[config.mk]
export PLATFORM = sky130hd
export DESIGN_NAME = ddrb_mem_if
export DESIGN_NICKNAME = d
export VERILOG_FILES = /design/src/logic/ddrb_pkg.sv /design/src/logic/ddrb_fifo.sv /design/src/logic/ddrb_mem_if.sv
export SDC_FILE = /design/constraint.sdc
export NUM_CORES = 2
export LEC_CHECK = 0
export BUFFER_PORTS_ARGS = -buffer_cell sky130_fd_sc_hd__clkbuf_2
export CORE_MARGIN = 10
export CORE_UTILIZATION = 41
export CTS_CLUSTER_SIZE = 16
export DETAILED_ROUTE_END_ITERATION = 12
export GPL_TIMING_DRIVEN = 0
export HOLD_SLACK_MARGIN = 0.02
export PLACE_DENSITY_LB_ADDON = 0.15
export SLEW_MARGIN = 15
export SYNTH_ARGS = -nofsm -noshare
export SYNTH_HDL_FRONTEND = slang
export SYNTH_SLANG_ARGS = --single-unit
[constraint.sdc]
create_clock -name ref_clk -period 7.65 [get_ports ref_clk]
set_input_delay 0.765 -clock ref_clk [delete_from_list [all_inputs] [get_ports ref_clk]]
set_output_delay 0.765 -clock ref_clk [all_outputs]
set_load 0.02 [all_outputs]
[src/logic/ddrb_pkg.sv]
// shared constants, types and decoders of the ddr burst memory interface
package ddrb_pkg;

  // ----------------------------------------------------------------
  // timing
  // ----------------------------------------------------------------
  localparam int CLK_PERIOD_PS = 5000;   // ref_clk period, 200 MHz
  localparam int BEAT_TIME_PS = 62500;   // one data beat, half a link clock period
  localparam int BEAT_CYC_RAW = BEAT_TIME_PS / CLK_PERIOD_PS;
  localparam int BEAT_CYC = (BEAT_CYC_RAW < 1) ? 1 : BEAT_CYC_RAW;
  localparam int TICK_W = 8;

  // ----------------------------------------------------------------
  // geometry
  // ----------------------------------------------------------------
  localparam int NUM_BANKS = 16;
  localparam int BANK_W = 4;
  localparam int ADDR_W = 20;
  localparam int ROW_W = 16;
  localparam int DQ_W = 36;
  localparam int GROUP_W = 9;            // data balls per read clock pair
  localparam int NUM_RCLK = 4;
  localparam int MASK_W = 2;
  localparam int FIFO_DEPTH = 32;
  localparam int BLEN_W = 4;

  // ----------------------------------------------------------------
  // burst length field of the mode set command
  // ----------------------------------------------------------------
  localparam int BLCODE_LSB = 0;
  localparam logic [1:0] BLCODE_2 = 2'h0;
  localparam logic [1:0] BLCODE_4 = 2'h1;
  localparam logic [1:0] BLCODE_8 = 2'h2;
  localparam logic [BLEN_W-1:0] BURST_LEN_RESET = 4'h2;
  localparam logic [ROW_W-1:0] ROW_RESET = 16'h0000;

  typedef enum logic [1:0] {
    ST_IDLE = 2'h0,
    ST_WRITE = 2'h1,
    ST_READ = 2'h2
  } ddrb_state_e;

  typedef enum logic [2:0] {
    CMD_NOP = 3'h0,
    CMD_READ = 3'h1,
    CMD_WRITE = 3'h2,
    CMD_REFRESH = 3'h3,
    CMD_MODE = 3'h4
  } ddrb_cmd_e;

  // burst length in beats for a mode code, zero for an illegal code
  function automatic logic [BLEN_W-1:0] ddrb_burst_len(input logic [1:0] code);
    logic [BLEN_W-1:0] len;
    len = 4'h0;
    case (code)
      BLCODE_2: len = 4'h2;
      BLCODE_4: len = 4'h4;
      BLCODE_8: len = 4'h8;
      default: len = 4'h0;
    endcase
    return len;
  endfunction

  // command decode from the three control pins
  function automatic ddrb_cmd_e ddrb_decode(input logic csN, input logic weN, input logic refN);
    ddrb_cmd_e cmd;
    cmd = CMD_NOP;
    if (!csN) begin
      case ({weN, refN})
        2'h0: cmd = CMD_MODE;
        2'h1: cmd = CMD_WRITE;
        2'h2: cmd = CMD_REFRESH;
        default: cmd = CMD_READ;
      endcase
    end
    return cmd;
  endfunction

endpackage

[src/logic/ddrb_fifo.sv]
// data fifo with a registered head word between write and read bursts
`timescale 1ns/10ps
module ddrb_fifo #(
  parameter int WIDTH = 36,
  parameter int DEPTH = 32
) (
  input wire logic ref_clk,              // clock
  input wire logic rst,                  // synchronous reset, high
  input wire logic [WIDTH-1:0] inData,   // word to store
  input wire logic inValid,              // inData offered
  output logic inReady,                  // room for a word
  output logic [WIDTH-1:0] outData,      // head word, from a register
  output logic outValid,                 // head word present
  input wire logic outReady              // head word taken
);

  localparam int AW = $clog2(DEPTH);

  logic [WIDTH-1:0] mem [DEPTH];
  logic [AW:0] wrPtr_reg;
  logic [AW:0] wrPtr_next;
  logic [AW:0] rdPtr_reg;
  logic [AW:0] rdPtr_next;
  logic [WIDTH-1:0] head_reg;
  logic [WIDTH-1:0] head_next;
  logic headValid_reg;
  logic headValid_next;
  logic push;
  logic load;

  // pointer arithmetic, head refill when empty or taken
  always_comb begin
    inReady = (wrPtr_reg - rdPtr_reg) != (AW + 1)'(DEPTH);
    push = inValid && inReady;
    load = (wrPtr_reg != rdPtr_reg) && (!headValid_reg || outReady);
    wrPtr_next = wrPtr_reg + (AW + 1)'(push);
    rdPtr_next = rdPtr_reg + (AW + 1)'(load);
    head_next = load ? mem[rdPtr_reg[AW-1:0]] : head_reg;
    headValid_next = load || (headValid_reg && !outReady);
    outData = head_reg;
    outValid = headValid_reg;
  end

  // storage array, no reset on the data words
  always_ff @(posedge ref_clk) begin
    if (push) begin
      mem[wrPtr_reg[AW-1:0]] <= inData;
    end
  end

  // pointers and head register
  always_ff @(posedge ref_clk) begin
    if (rst) begin
      wrPtr_reg <= '0;
      rdPtr_reg <= '0;
      head_reg <= '0;
      headValid_reg <= 1'b0;
    end else begin
      wrPtr_reg <= wrPtr_next;
      rdPtr_reg <= rdPtr_next;
      head_reg <= head_next;
      headValid_reg <= headValid_next;
    end
  end

endmodule

[src/logic/ddrb_mem_if.sv]
// device side of a sixteen bank ddr burst memory command and data interface
// Behaviour
// each data ball moves two bits per clock cycle, one per phase
// commands, address and control are sampled only on command clock rising edges
// write data is captured on both edges of the write data strobe
// read data leaves aligned with the device's own read data clocks
// bursts are 2, 4 or 8 words, set by the mode set command
// sixteen banks, chosen by bank address for each access and refresh
// refresh names a bank; the row comes from a counter per bank
// four read clock pairs, each timing a group of nine data balls
// two pair users take pair 0 and pair 1 with their fixed groups
// controller runs the device with its delay locked loop enabled
// controller issues only documented commands and sequences; the bench also sends a mode set with the illegal burst code 3
// the whole address is taken in one command cycle
// controller counts beats and turns the bus only after the burst
`timescale 1ns/10ps
module ddrb_mem_if
  import ddrb_pkg::*;
(
  input wire logic ref_clk,                      // 200 MHz clock
  input wire logic rst,                          // synchronous reset, high
  input wire logic cmdClk,                       // command clock pair, true side
  input wire logic csN,                          // chip select, low
  input wire logic weN,                          // write enable, low
  input wire logic refN,                         // refresh, low
  input wire logic [BANK_W-1:0] bankAddr,        // bank address
  input wire logic [ADDR_W-1:0] addr,            // full address
  input wire logic writeDataStrobe,              // write strobe pair, true side
  input wire logic [DQ_W-1:0] dqIn,              // data balls, input side
  input wire logic [MASK_W-1:0] writeByteMask,   // write mask, high masks
  output logic [DQ_W-1:0] dqOut,                 // data balls, output side
  output logic dqOeN,                            // data drive enable, low drives
  output logic [NUM_RCLK-1:0] readDataClock,     // read data clocks
  output logic readValidFlag,                    // read beat on the balls
  output logic [BLEN_W-1:0] burstLen,            // programmed burst length
  output logic [BANK_W-1:0] accessBank,          // bank of last access
  output logic [ADDR_W-1:0] accessAddr,          // address of last access
  output logic [BANK_W-1:0] refreshBank,         // bank of last refresh
  output logic [ROW_W-1:0] refreshRow,           // row of last refresh
  output logic writeDropped                      // write beat lost, fifo full
);

  // ----------------------------------------------------------------
  // pin synchroniser
  // ----------------------------------------------------------------
  localparam int SYNC_W = 5 + BANK_W + ADDR_W + DQ_W + MASK_W;
  localparam int LANE_W = DQ_W / MASK_W;

  logic [SYNC_W-1:0] pinWord;
  logic [SYNC_W-1:0] syncA_reg;
  logic [SYNC_W-1:0] syncB_reg;
  logic sClk;
  logic sCsN;
  logic sWeN;
  logic sRefN;
  logic sDk;
  logic [BANK_W-1:0] sBank;
  logic [ADDR_W-1:0] sAddr;
  logic [DQ_W-1:0] sDq;
  logic [MASK_W-1:0] sMask;

  assign pinWord = {cmdClk, csN, weN, refN, writeDataStrobe, bankAddr, addr, dqIn,
                    writeByteMask};

  // two flops on every pin before any logic
  always_ff @(posedge ref_clk) begin
    if (rst) begin
      syncA_reg <= '0;
      syncB_reg <= '0;
    end else begin
      syncA_reg <= pinWord;
      syncB_reg <= syncA_reg;
    end
  end

  assign {sClk, sCsN, sWeN, sRefN, sDk, sBank, sAddr, sDq, sMask} = syncB_reg;

  // ----------------------------------------------------------------
  // state and data path
  // ----------------------------------------------------------------
  ddrb_state_e state_reg;
  ddrb_state_e state_next;
  ddrb_cmd_e cmd;
  logic clkPrev_reg;
  logic clkPrev_next;
  logic dkPrev_reg;
  logic dkPrev_next;
  logic cmdRise;
  logic dkEdge;
  logic beatTick;
  logic [TICK_W-1:0] tick_reg;
  logic [TICK_W-1:0] tick_next;
  logic [BLEN_W-1:0] burstLen_reg;
  logic [BLEN_W-1:0] burstLen_next;
  logic [BLEN_W-1:0] beatsLeft_reg;
  logic [BLEN_W-1:0] beatsLeft_next;
  logic [DQ_W-1:0] dqOut_reg;
  logic [DQ_W-1:0] dqOut_next;
  logic dqOeN_reg;
  logic dqOeN_next;
  logic rvalid_reg;
  logic rvalid_next;
  logic [NUM_RCLK-1:0] rclk_reg;
  logic [NUM_RCLK-1:0] rclk_next;
  logic [BANK_W-1:0] accessBank_reg;
  logic [BANK_W-1:0] accessBank_next;
  logic [ADDR_W-1:0] accessAddr_reg;
  logic [ADDR_W-1:0] accessAddr_next;
  logic [BANK_W-1:0] refreshBank_reg;
  logic [BANK_W-1:0] refreshBank_next;
  logic [ROW_W-1:0] refreshRow_reg;
  logic [ROW_W-1:0] refreshRow_next;
  logic [ROW_W-1:0] rowCnt_reg [NUM_BANKS];
  logic [ROW_W-1:0] rowCnt_next [NUM_BANKS];
  logic dropped_reg;
  logic dropped_next;
  logic [DQ_W-1:0] maskedDq;
  logic fifoInValid;
  logic fifoInReady;
  logic [DQ_W-1:0] fifoOutData;
  logic fifoOutValid;
  logic fifoOutReady;
  logic [BLEN_W-1:0] codeLen;

  assign cmdRise = sClk && !clkPrev_reg;
  assign dkEdge = sDk ^ dkPrev_reg;
  assign beatTick = tick_reg == TICK_W'(BEAT_CYC - 1);
  assign cmd = ddrb_decode(sCsN, sWeN, sRefN);
  assign codeLen = ddrb_burst_len(sAddr[BLCODE_LSB +: 2]);

  // masked lanes are stored as zero
  for (genvar g = 0; g < MASK_W; g++) begin : g_mask
    assign maskedDq[g * LANE_W +: LANE_W] = sMask[g] ? '0 : sDq[g * LANE_W +: LANE_W];
  end

  ddrb_fifo #(
    .WIDTH(DQ_W),
    .DEPTH(FIFO_DEPTH)
  ) u_fifo (
    .ref_clk(ref_clk),
    .rst(rst),
    .inData(maskedDq),
    .inValid(fifoInValid),
    .inReady(fifoInReady),
    .outData(fifoOutData),
    .outValid(fifoOutValid),
    .outReady(fifoOutReady)
  );

  // command decode, burst sequencing and refresh counters
  always_comb begin
    state_next = state_reg;
    clkPrev_next = sClk;
    dkPrev_next = sDk;
    tick_next = beatTick ? '0 : tick_reg + 1'b1;
    burstLen_next = burstLen_reg;
    beatsLeft_next = beatsLeft_reg;
    dqOut_next = dqOut_reg;
    dqOeN_next = dqOeN_reg;
    rvalid_next = rvalid_reg;
    rclk_next = rclk_reg;
    accessBank_next = accessBank_reg;
    accessAddr_next = accessAddr_reg;
    refreshBank_next = refreshBank_reg;
    refreshRow_next = refreshRow_reg;
    rowCnt_next = rowCnt_reg;
    dropped_next = 1'b0;
    fifoInValid = 1'b0;
    fifoOutReady = 1'b0;
    // all read clocks flip per beat
    if (beatTick) begin
      rclk_next = ~rclk_reg;
    end
    // sample only at command rise
    if (cmdRise) begin
      // bank named, row internal
      if (cmd == CMD_REFRESH) begin
        refreshBank_next = sBank;
        refreshRow_next = rowCnt_reg[sBank];
        rowCnt_next[sBank] = rowCnt_reg[sBank] + 1'b1;
      end
      if (state_reg == ST_IDLE) begin
        case (cmd)
          // legal lengths only
          CMD_MODE: begin
            if (codeLen != '0) begin
              burstLen_next = codeLen;
            end
          end
          // full address in one edge
          CMD_WRITE: begin
            if (fifoInReady) begin
              state_next = ST_WRITE;
              beatsLeft_next = burstLen_reg;
              accessBank_next = sBank;
              accessAddr_next = sAddr;
            end
          end
          // bank chosen per access
          CMD_READ: begin
            state_next = ST_READ;
            beatsLeft_next = burstLen_reg;
            accessBank_next = sBank;
            accessAddr_next = sAddr;
          end
          default: begin
          end
        endcase
      end
    end
    case (state_reg)
      // capture on either strobe edge
      ST_WRITE: begin
        if (dkEdge) begin
          fifoInValid = 1'b1;
          dropped_next = !fifoInReady;
          beatsLeft_next = beatsLeft_reg - 1'b1;
          if (beatsLeft_reg == 4'h1) begin
            state_next = ST_IDLE;
          end
        end
      end
      // data changes with the read clock
      ST_READ: begin
        if (beatTick) begin
          if (beatsLeft_reg != '0) begin
            dqOut_next = fifoOutValid ? fifoOutData : '0;
            fifoOutReady = 1'b1;
            rvalid_next = 1'b1;
            dqOeN_next = 1'b0;
            beatsLeft_next = beatsLeft_reg - 1'b1;
          end else begin
            rvalid_next = 1'b0;
            dqOeN_next = 1'b1;
            state_next = ST_IDLE;
          end
        end
      end
      default: begin
      end
    endcase
  end

  // state registers
  always_ff @(posedge ref_clk) begin
    if (rst) begin
      state_reg <= ST_IDLE;
      clkPrev_reg <= 1'b0;
      dkPrev_reg <= 1'b0;
      tick_reg <= '0;
      burstLen_reg <= BURST_LEN_RESET;
      beatsLeft_reg <= '0;
      dqOut_reg <= '0;
      dqOeN_reg <= 1'b1;
      rvalid_reg <= 1'b0;
      rclk_reg <= '0;
      accessBank_reg <= '0;
      accessAddr_reg <= '0;
      refreshBank_reg <= '0;
      refreshRow_reg <= ROW_RESET;
      rowCnt_reg <= '{default: ROW_RESET};
      dropped_reg <= 1'b0;
    end else begin
      state_reg <= state_next;
      clkPrev_reg <= clkPrev_next;
      dkPrev_reg <= dkPrev_next;
      tick_reg <= tick_next;
      burstLen_reg <= burstLen_next;
      beatsLeft_reg <= beatsLeft_next;
      dqOut_reg <= dqOut_next;
      dqOeN_reg <= dqOeN_next;
      rvalid_reg <= rvalid_next;
      rclk_reg <= rclk_next;
      accessBank_reg <= accessBank_next;
      accessAddr_reg <= accessAddr_next;
      refreshBank_reg <= refreshBank_next;
      refreshRow_reg <= refreshRow_next;
      rowCnt_reg <= rowCnt_next;
      dropped_reg <= dropped_next;
    end
  end

  // outputs straight from flops
  assign dqOut = dqOut_reg;
  assign dqOeN = dqOeN_reg;
  assign readDataClock = rclk_reg;
  assign readValidFlag = rvalid_reg;
  assign burstLen = burstLen_reg;
  assign accessBank = accessBank_reg;
  assign accessAddr = accessAddr_reg;
  assign refreshBank = refreshBank_reg;
  assign refreshRow = refreshRow_reg;
  assign writeDropped = dropped_reg;

  // ----------------------------------------------------------------
  // checks
  // ----------------------------------------------------------------
  logic [BLEN_W-1:0] rdBeats_reg;

  // read beats counted per burst
  always_ff @(posedge ref_clk) begin
    if (rst || state_reg == ST_IDLE) begin
      rdBeats_reg <= '0;
    end else if (fifoOutReady) begin
      rdBeats_reg <= rdBeats_reg + 1'b1;
    end
  end

  a_two_beats_clock: assert property (@(posedge ref_clk) disable iff (rst)
    beatTick |=> readDataClock[0] != $past(readDataClock[0]) ##1
      readDataClock[0] == $past(readDataClock[0]))
    else $error("read clock did not flip once per beat");

  a_cmd_rise_only: assert property (@(posedge ref_clk) disable iff (rst)
    (state_reg == ST_IDLE && state_next != ST_IDLE) |-> cmdRise)
    else $error("burst started away from a command clock rise");

  a_write_both_edges: assert property (@(posedge ref_clk) disable iff (rst)
    (fifoInValid && fifoInReady) |=> u_fifo.wrPtr_reg != $past(u_fifo.wrPtr_reg))
    else $error("write strobe edge did not capture data");

  a_read_clock_align: assert property (@(posedge ref_clk) disable iff (rst)
    $changed(dqOut) |-> $changed(readDataClock))
    else $error("read data moved without a read clock edge");

  a_burst_len_legal: assert property (@(posedge ref_clk) disable iff (rst)
    burstLen == 4'h2 || burstLen == 4'h4 || burstLen == 4'h8)
    else $error("illegal burst length programmed");

  a_read_beat_count: assert property (@(posedge ref_clk) disable iff (rst)
    (state_reg == ST_READ && state_next == ST_IDLE) |-> rdBeats_reg == burstLen_reg)
    else $error("read burst beat count differs from burst length");

  a_refresh_bank_row: assert property (@(posedge ref_clk) disable iff (rst)
    (cmdRise && cmd == CMD_REFRESH) |=>
      refreshBank == $past(sBank) && refreshRow == $past(rowCnt_reg[sBank]))
    else $error("refresh bank or row wrong");

  a_read_clock_group: assert property (@(posedge ref_clk) disable iff (rst)
    (&readDataClock) || !(|readDataClock))
    else $error("read clock pairs out of step");

  a_single_cycle_addr: assert property (@(posedge ref_clk) disable iff (rst)
    (state_reg == ST_IDLE && state_next != ST_IDLE) |=>
      accessAddr == $past(sAddr) && accessBank == $past(sBank))
    else $error("access address not taken in one command cycle");

endmodule

==> metrics.md <==
| Metric | Value |
|---|---|
| Achievable frequency | 0.1426 GHz |
| Maximum fanout count along the critical path | 16 |
| Worst setup slack after layout | 0.6350 ns |
| First-pass GRT wire length | 270500 microns |
| Uppermost layer routed | met4 |
| Setup-violating endpoint count in the final report | 0 |
| Final Max Tran Viols | 0 |
| Routed length on met1 | 78300 microns |
| DRC | 0 |
| Maximum number of pins on one net before global-route repair | 33 |
| Total Routing Usage GR | 21.43% |
| Clock share of power | about two fifths |
| Sort of element at the end of the critical path | flip-flop |
| Critical path launch point | u_fifo.rdPtr_reg[1] |
| Post-CTS Setup Bufs | 0 |
| Register area share after synthesis | roughly 70% |
| Inserted Clock Buffers | 173 |
| GP Congestion | ~0.84 |
| Hold Path Class | input pin to flip-flop |
| 1st-pass router iterations | 7 |
| Share of the synthesized area in the top cell type | 53.41% |
| Post-layout minimum cycle time | 7.015 ns |
| Antenna violations before repair | 1 |
| Crit path buffers/inverters | 7 |
| Post-layout nets | 4296 |
| Count of filler cells inserted in the layout | 13160 |
| Startpoint of the most critical register-to-register path | u_fifo.rdPtr_reg[1] |
| Row count | ~150 |
| Overall die height | ~420 microns |
| Internal Dissipation | 0.01553 W |
| Total congestion overflow | 0 |
| Initial Util | 41.37% |
| Storage element area | 45500 sq um |
| Max-cap check violation count | 0 |
| Unrepaired setup endpoints after global routing | false |
| Area of the placeable core | 156600 sq um |
| Sum of net half-perimeters after detailed placement | 129900 microns |
| Areal power density over the cells | ~270 nW/um^2 |
| Multi-input gate area | 18320 sq um |
| Met3 routed wirelength | 11330 microns |
| Cell type group with the largest total delay on the critical path | buffers and inverters |
| I/O pin total | 160 |
| Required time at the endpoint of the critical path | 8.14 ns |
| Post-synthesis net count | 3867 |
| Number of hold violations in the final report | 0 |
| Static power due to leakage | ~24 nW |
| Critical-path top delay cell | sky130_fd_sc_hd__clkbuf_1 |
| Startpoint of the worst hold path | addr[5] |
| Total of buffers placed on input and output ports | 157 |
| Critical Setup Path Class | flip-flop to flip-flop |
| Average wire per cell in the routed design | a little under 30 microns |
| TritonCTS clock tree | yes |
| Switching Power | 0.004825 W |
| Count of H-tree levels built during CTS | 4 |
| Synthesized area per cell | 17.14 sq um |
| Combinational cell fraction of total power | 10.0% |
| Primary flip-flop cell chosen by synthesis mapping | sky130_fd_sc_hd__edfxtp_1 |
| Clock Sinks | 1697 |
| Clock Path Buffers | 3 |
| Crit path top cell by count | sky130_fd_sc_hd__clkbuf_1 |
| Layout Utilization | between 40% and 50% |
| Total die area | 174300 sq um |
| Cell type with the highest aggregate area in the netlist | sky130_fd_sc_hd__edfxtp_1 |
| Fraction of power consumed by sequential logic | 48.8% |
| DRT iter0 DRCs | 3559 |
| FF+latch count, synth | 1697 |
| CP arrival | roughly 7.5 ns |
| Cell breakdown of the critical path | clkbuf_1 -> clkbuf_1 -> clkbuf_1 -> inv_1 -> ha_1 -> nor2b_1 -> o21a_1 -> o2111ai_1 -> a211o_1 -> and2_1 -> clkbuf_1 -> nand3_1 -> nor2_4 -> buf_16 -> buf_12 |
| Synth Warn # | 0 |
| Worst slack, placed | 0.6364 ns |
| Area Overhead vs Synth | 17.33% |
| Relative max-transition margin | 16.79% |
| Sw frac | 23.70% |
| DR vias/cell | 5.627 |
| Routed wl met2 | slightly above 90000 microns |
| Placed standard-cell area | ~70000 sq um |
| Worst Setup Start Kind | flip-flop |
| Maximum ir drop on the vdd rail | 0.2222 mV |
| Synth unique cells | 74 |
| Clock slew at reported path FFs | 0.07 ns |
| Antenna-violating nets left | 0 |
| Detailed Route WL | ~190000 microns |
| Delay of the slowest cell on the worst path | 0.98 ns |
| Final clock skew | 0.04034 ns |
| Proportion of register bits with asynchronous set or reset after synthesis | 0% |
| Synthesized netlist cell count | 3779 |
| Detailed-route via count | roughly 36000 |
| Post-Layout Inst Area | 75990 sq um |
| Vias in the first global route | 36670 |
| Number of flip-flops under the largest register name | 1152 |
| Status | finished clean |
| Measured slew at the worst slew-check pin | 1.248 ns |
| Skew-Pair Late Insertion Delay | ~0.81 ns |
| Number of cells upsized or downsized after cts | 0 |
| Cell area after technology mapping | 64770 sq um |
| Count of flip-flops with a built-in enable after synthesis | 1152 |
| Final worst-path cycle share | 91.70% |
| Hold-fix buffers, CTS | 0 |
| Area contributors post-synth | sky130_fd_sc_hd__edfxtp_1 (53%), sky130_fd_sc_hd__dfxtp_1 (17%), sky130_fd_sc_hd__mux4_2 (15%) |
| Root Driver | sky130_fd_sc_hd__clkbuf_16 |
| Share of cells above drive strength 1 | 27.31% |
| DIE WIDTH | 417.5 microns |
| Most common cell after layout, fill and taps aside | sky130_fd_sc_hd__edfxtp_1 |
| Commonest cells after routing, fill and taps aside | sky130_fd_sc_hd__edfxtp_1 (1152), sky130_fd_sc_hd__dfxtp_1 (545), sky130_fd_sc_hd__mux4_2 (422) |
[per-layer routing]
metal  vias to the layer above  global-route usage, %
li1                      15560                      -
met1                     19010                  28.67
met4                         0                  6.706
met2                      1220                  35.79
met5                         -                      0
met3                       296                  3.589
[cell families (layout without fill, tap and decap cells)]
group | after synthesis | count (layout) | synth area share (%)
simple gates | 877 | 877 | 6.381
compound gates | 386 | 386 | 4.693
xor+xnor | 38 | 38 | 0.6742
mux | 478 | 478 | 15.62
other cells | 1 | 2 | 0.005790
flops | 1697 | 1697 | 70.26
buf+inv | 283 | 858 | 2.005
fa+ha+maj | 19 | 19 | 0.3671
[power groups by stage]
stage | sequential (W) | combinational, W | clock (W)
finish | 0.00994 | 0.00203 | 0.00838
global route | 0.00994 | 0.00217 | 0.00890
CTS | 0.00994 | 0.00207 | 0.00852
detailed placement | 0.0101 | 0.00207 | 0
global placement | 0.0101 | 0.00204 | 0
floorplan | 0.0101 | 0.00143 | 0
[worst reg2reg max path, stage by stage (launching register included)]
cell,delay [ns]
sky130_fd_sc_hd__dfxtp_1,0.42
sky130_fd_sc_hd__clkbuf_1,0.85
sky130_fd_sc_hd__clkbuf_1,0.99
sky130_fd_sc_hd__clkbuf_1,0.89
sky130_fd_sc_hd__inv_1,0.12
sky130_fd_sc_hd__ha_1,0.34
sky130_fd_sc_hd__nor2b_1,0.14
sky130_fd_sc_hd__o21a_1,0.18
sky130_fd_sc_hd__o2111ai_1,0.18
sky130_fd_sc_hd__a211o_1,0.26
sky130_fd_sc_hd__and2_1,0.18
sky130_fd_sc_hd__clkbuf_1,0.24
sky130_fd_sc_hd__nand3_1,0.69
sky130_fd_sc_hd__nor2_4,0.74
sky130_fd_sc_hd__buf_16,0.25
sky130_fd_sc_hd__buf_12,0.20
[worst paths after layout]
check | end | slack [ns] | depth (start not counted)
max | u_fifo.mem[28][3] | 0.63 | 15
min | syncA_reg[43] | 0.16 | 2
max reg2reg | u_fifo.mem[28][3] | 0.63 | 15
min reg2reg | syncB_reg[63] | 0.43 | 1
[metrics by stage]
stage	TNS, ns	std cells	hold slack, ns	power (W)
after floorplan	0	3779	0.4138	0.01153
after global placement	-2239.80	5994	0.4171	0.01218
after detailed placement	0	6090	0.4220	0.01221
after CTS	0	6411	0.09980	0.02053
after global routing	0	6412	0.1303	0.02102
final	0	6413	0.1602	0.02035
[cell type report]
class | count | share of cell area [%]
Clock buffer | 254 | 6.700
Buffer | 266 | 1.648
Clock inverter | 67 | 0.7755
Sequential cell | 1697 | 59.88
Tap cell | 2058 | 3.388
Multi-Input combinational cell | 1799 | 24.11
Inverter | 17 | 0.08397
Antenna cell | 1 | 0.003293
Timing Repair Buffer | 254 | 3.415
[cells in the mapped netlist (44+ instances only)]
cell type	number
sky130_fd_sc_hd__edfxtp_1	1152
sky130_fd_sc_hd__a21oi_1	65
sky130_fd_sc_hd__nor2b_1	178
sky130_fd_sc_hd__clkbuf_1	175
sky130_fd_sc_hd__nor2_1	399
sky130_fd_sc_hd__mux2i_1	53
sky130_fd_sc_hd__a211oi_2	50
sky130_fd_sc_hd__a211oi_1	175
sky130_fd_sc_hd__buf_2	44
sky130_fd_sc_hd__nand3_1	56
sky130_fd_sc_hd__dfxtp_1	545
sky130_fd_sc_hd__nand2_1	181
sky130_fd_sc_hd__mux4_2	422
Power figures use the tool's default switching activity.
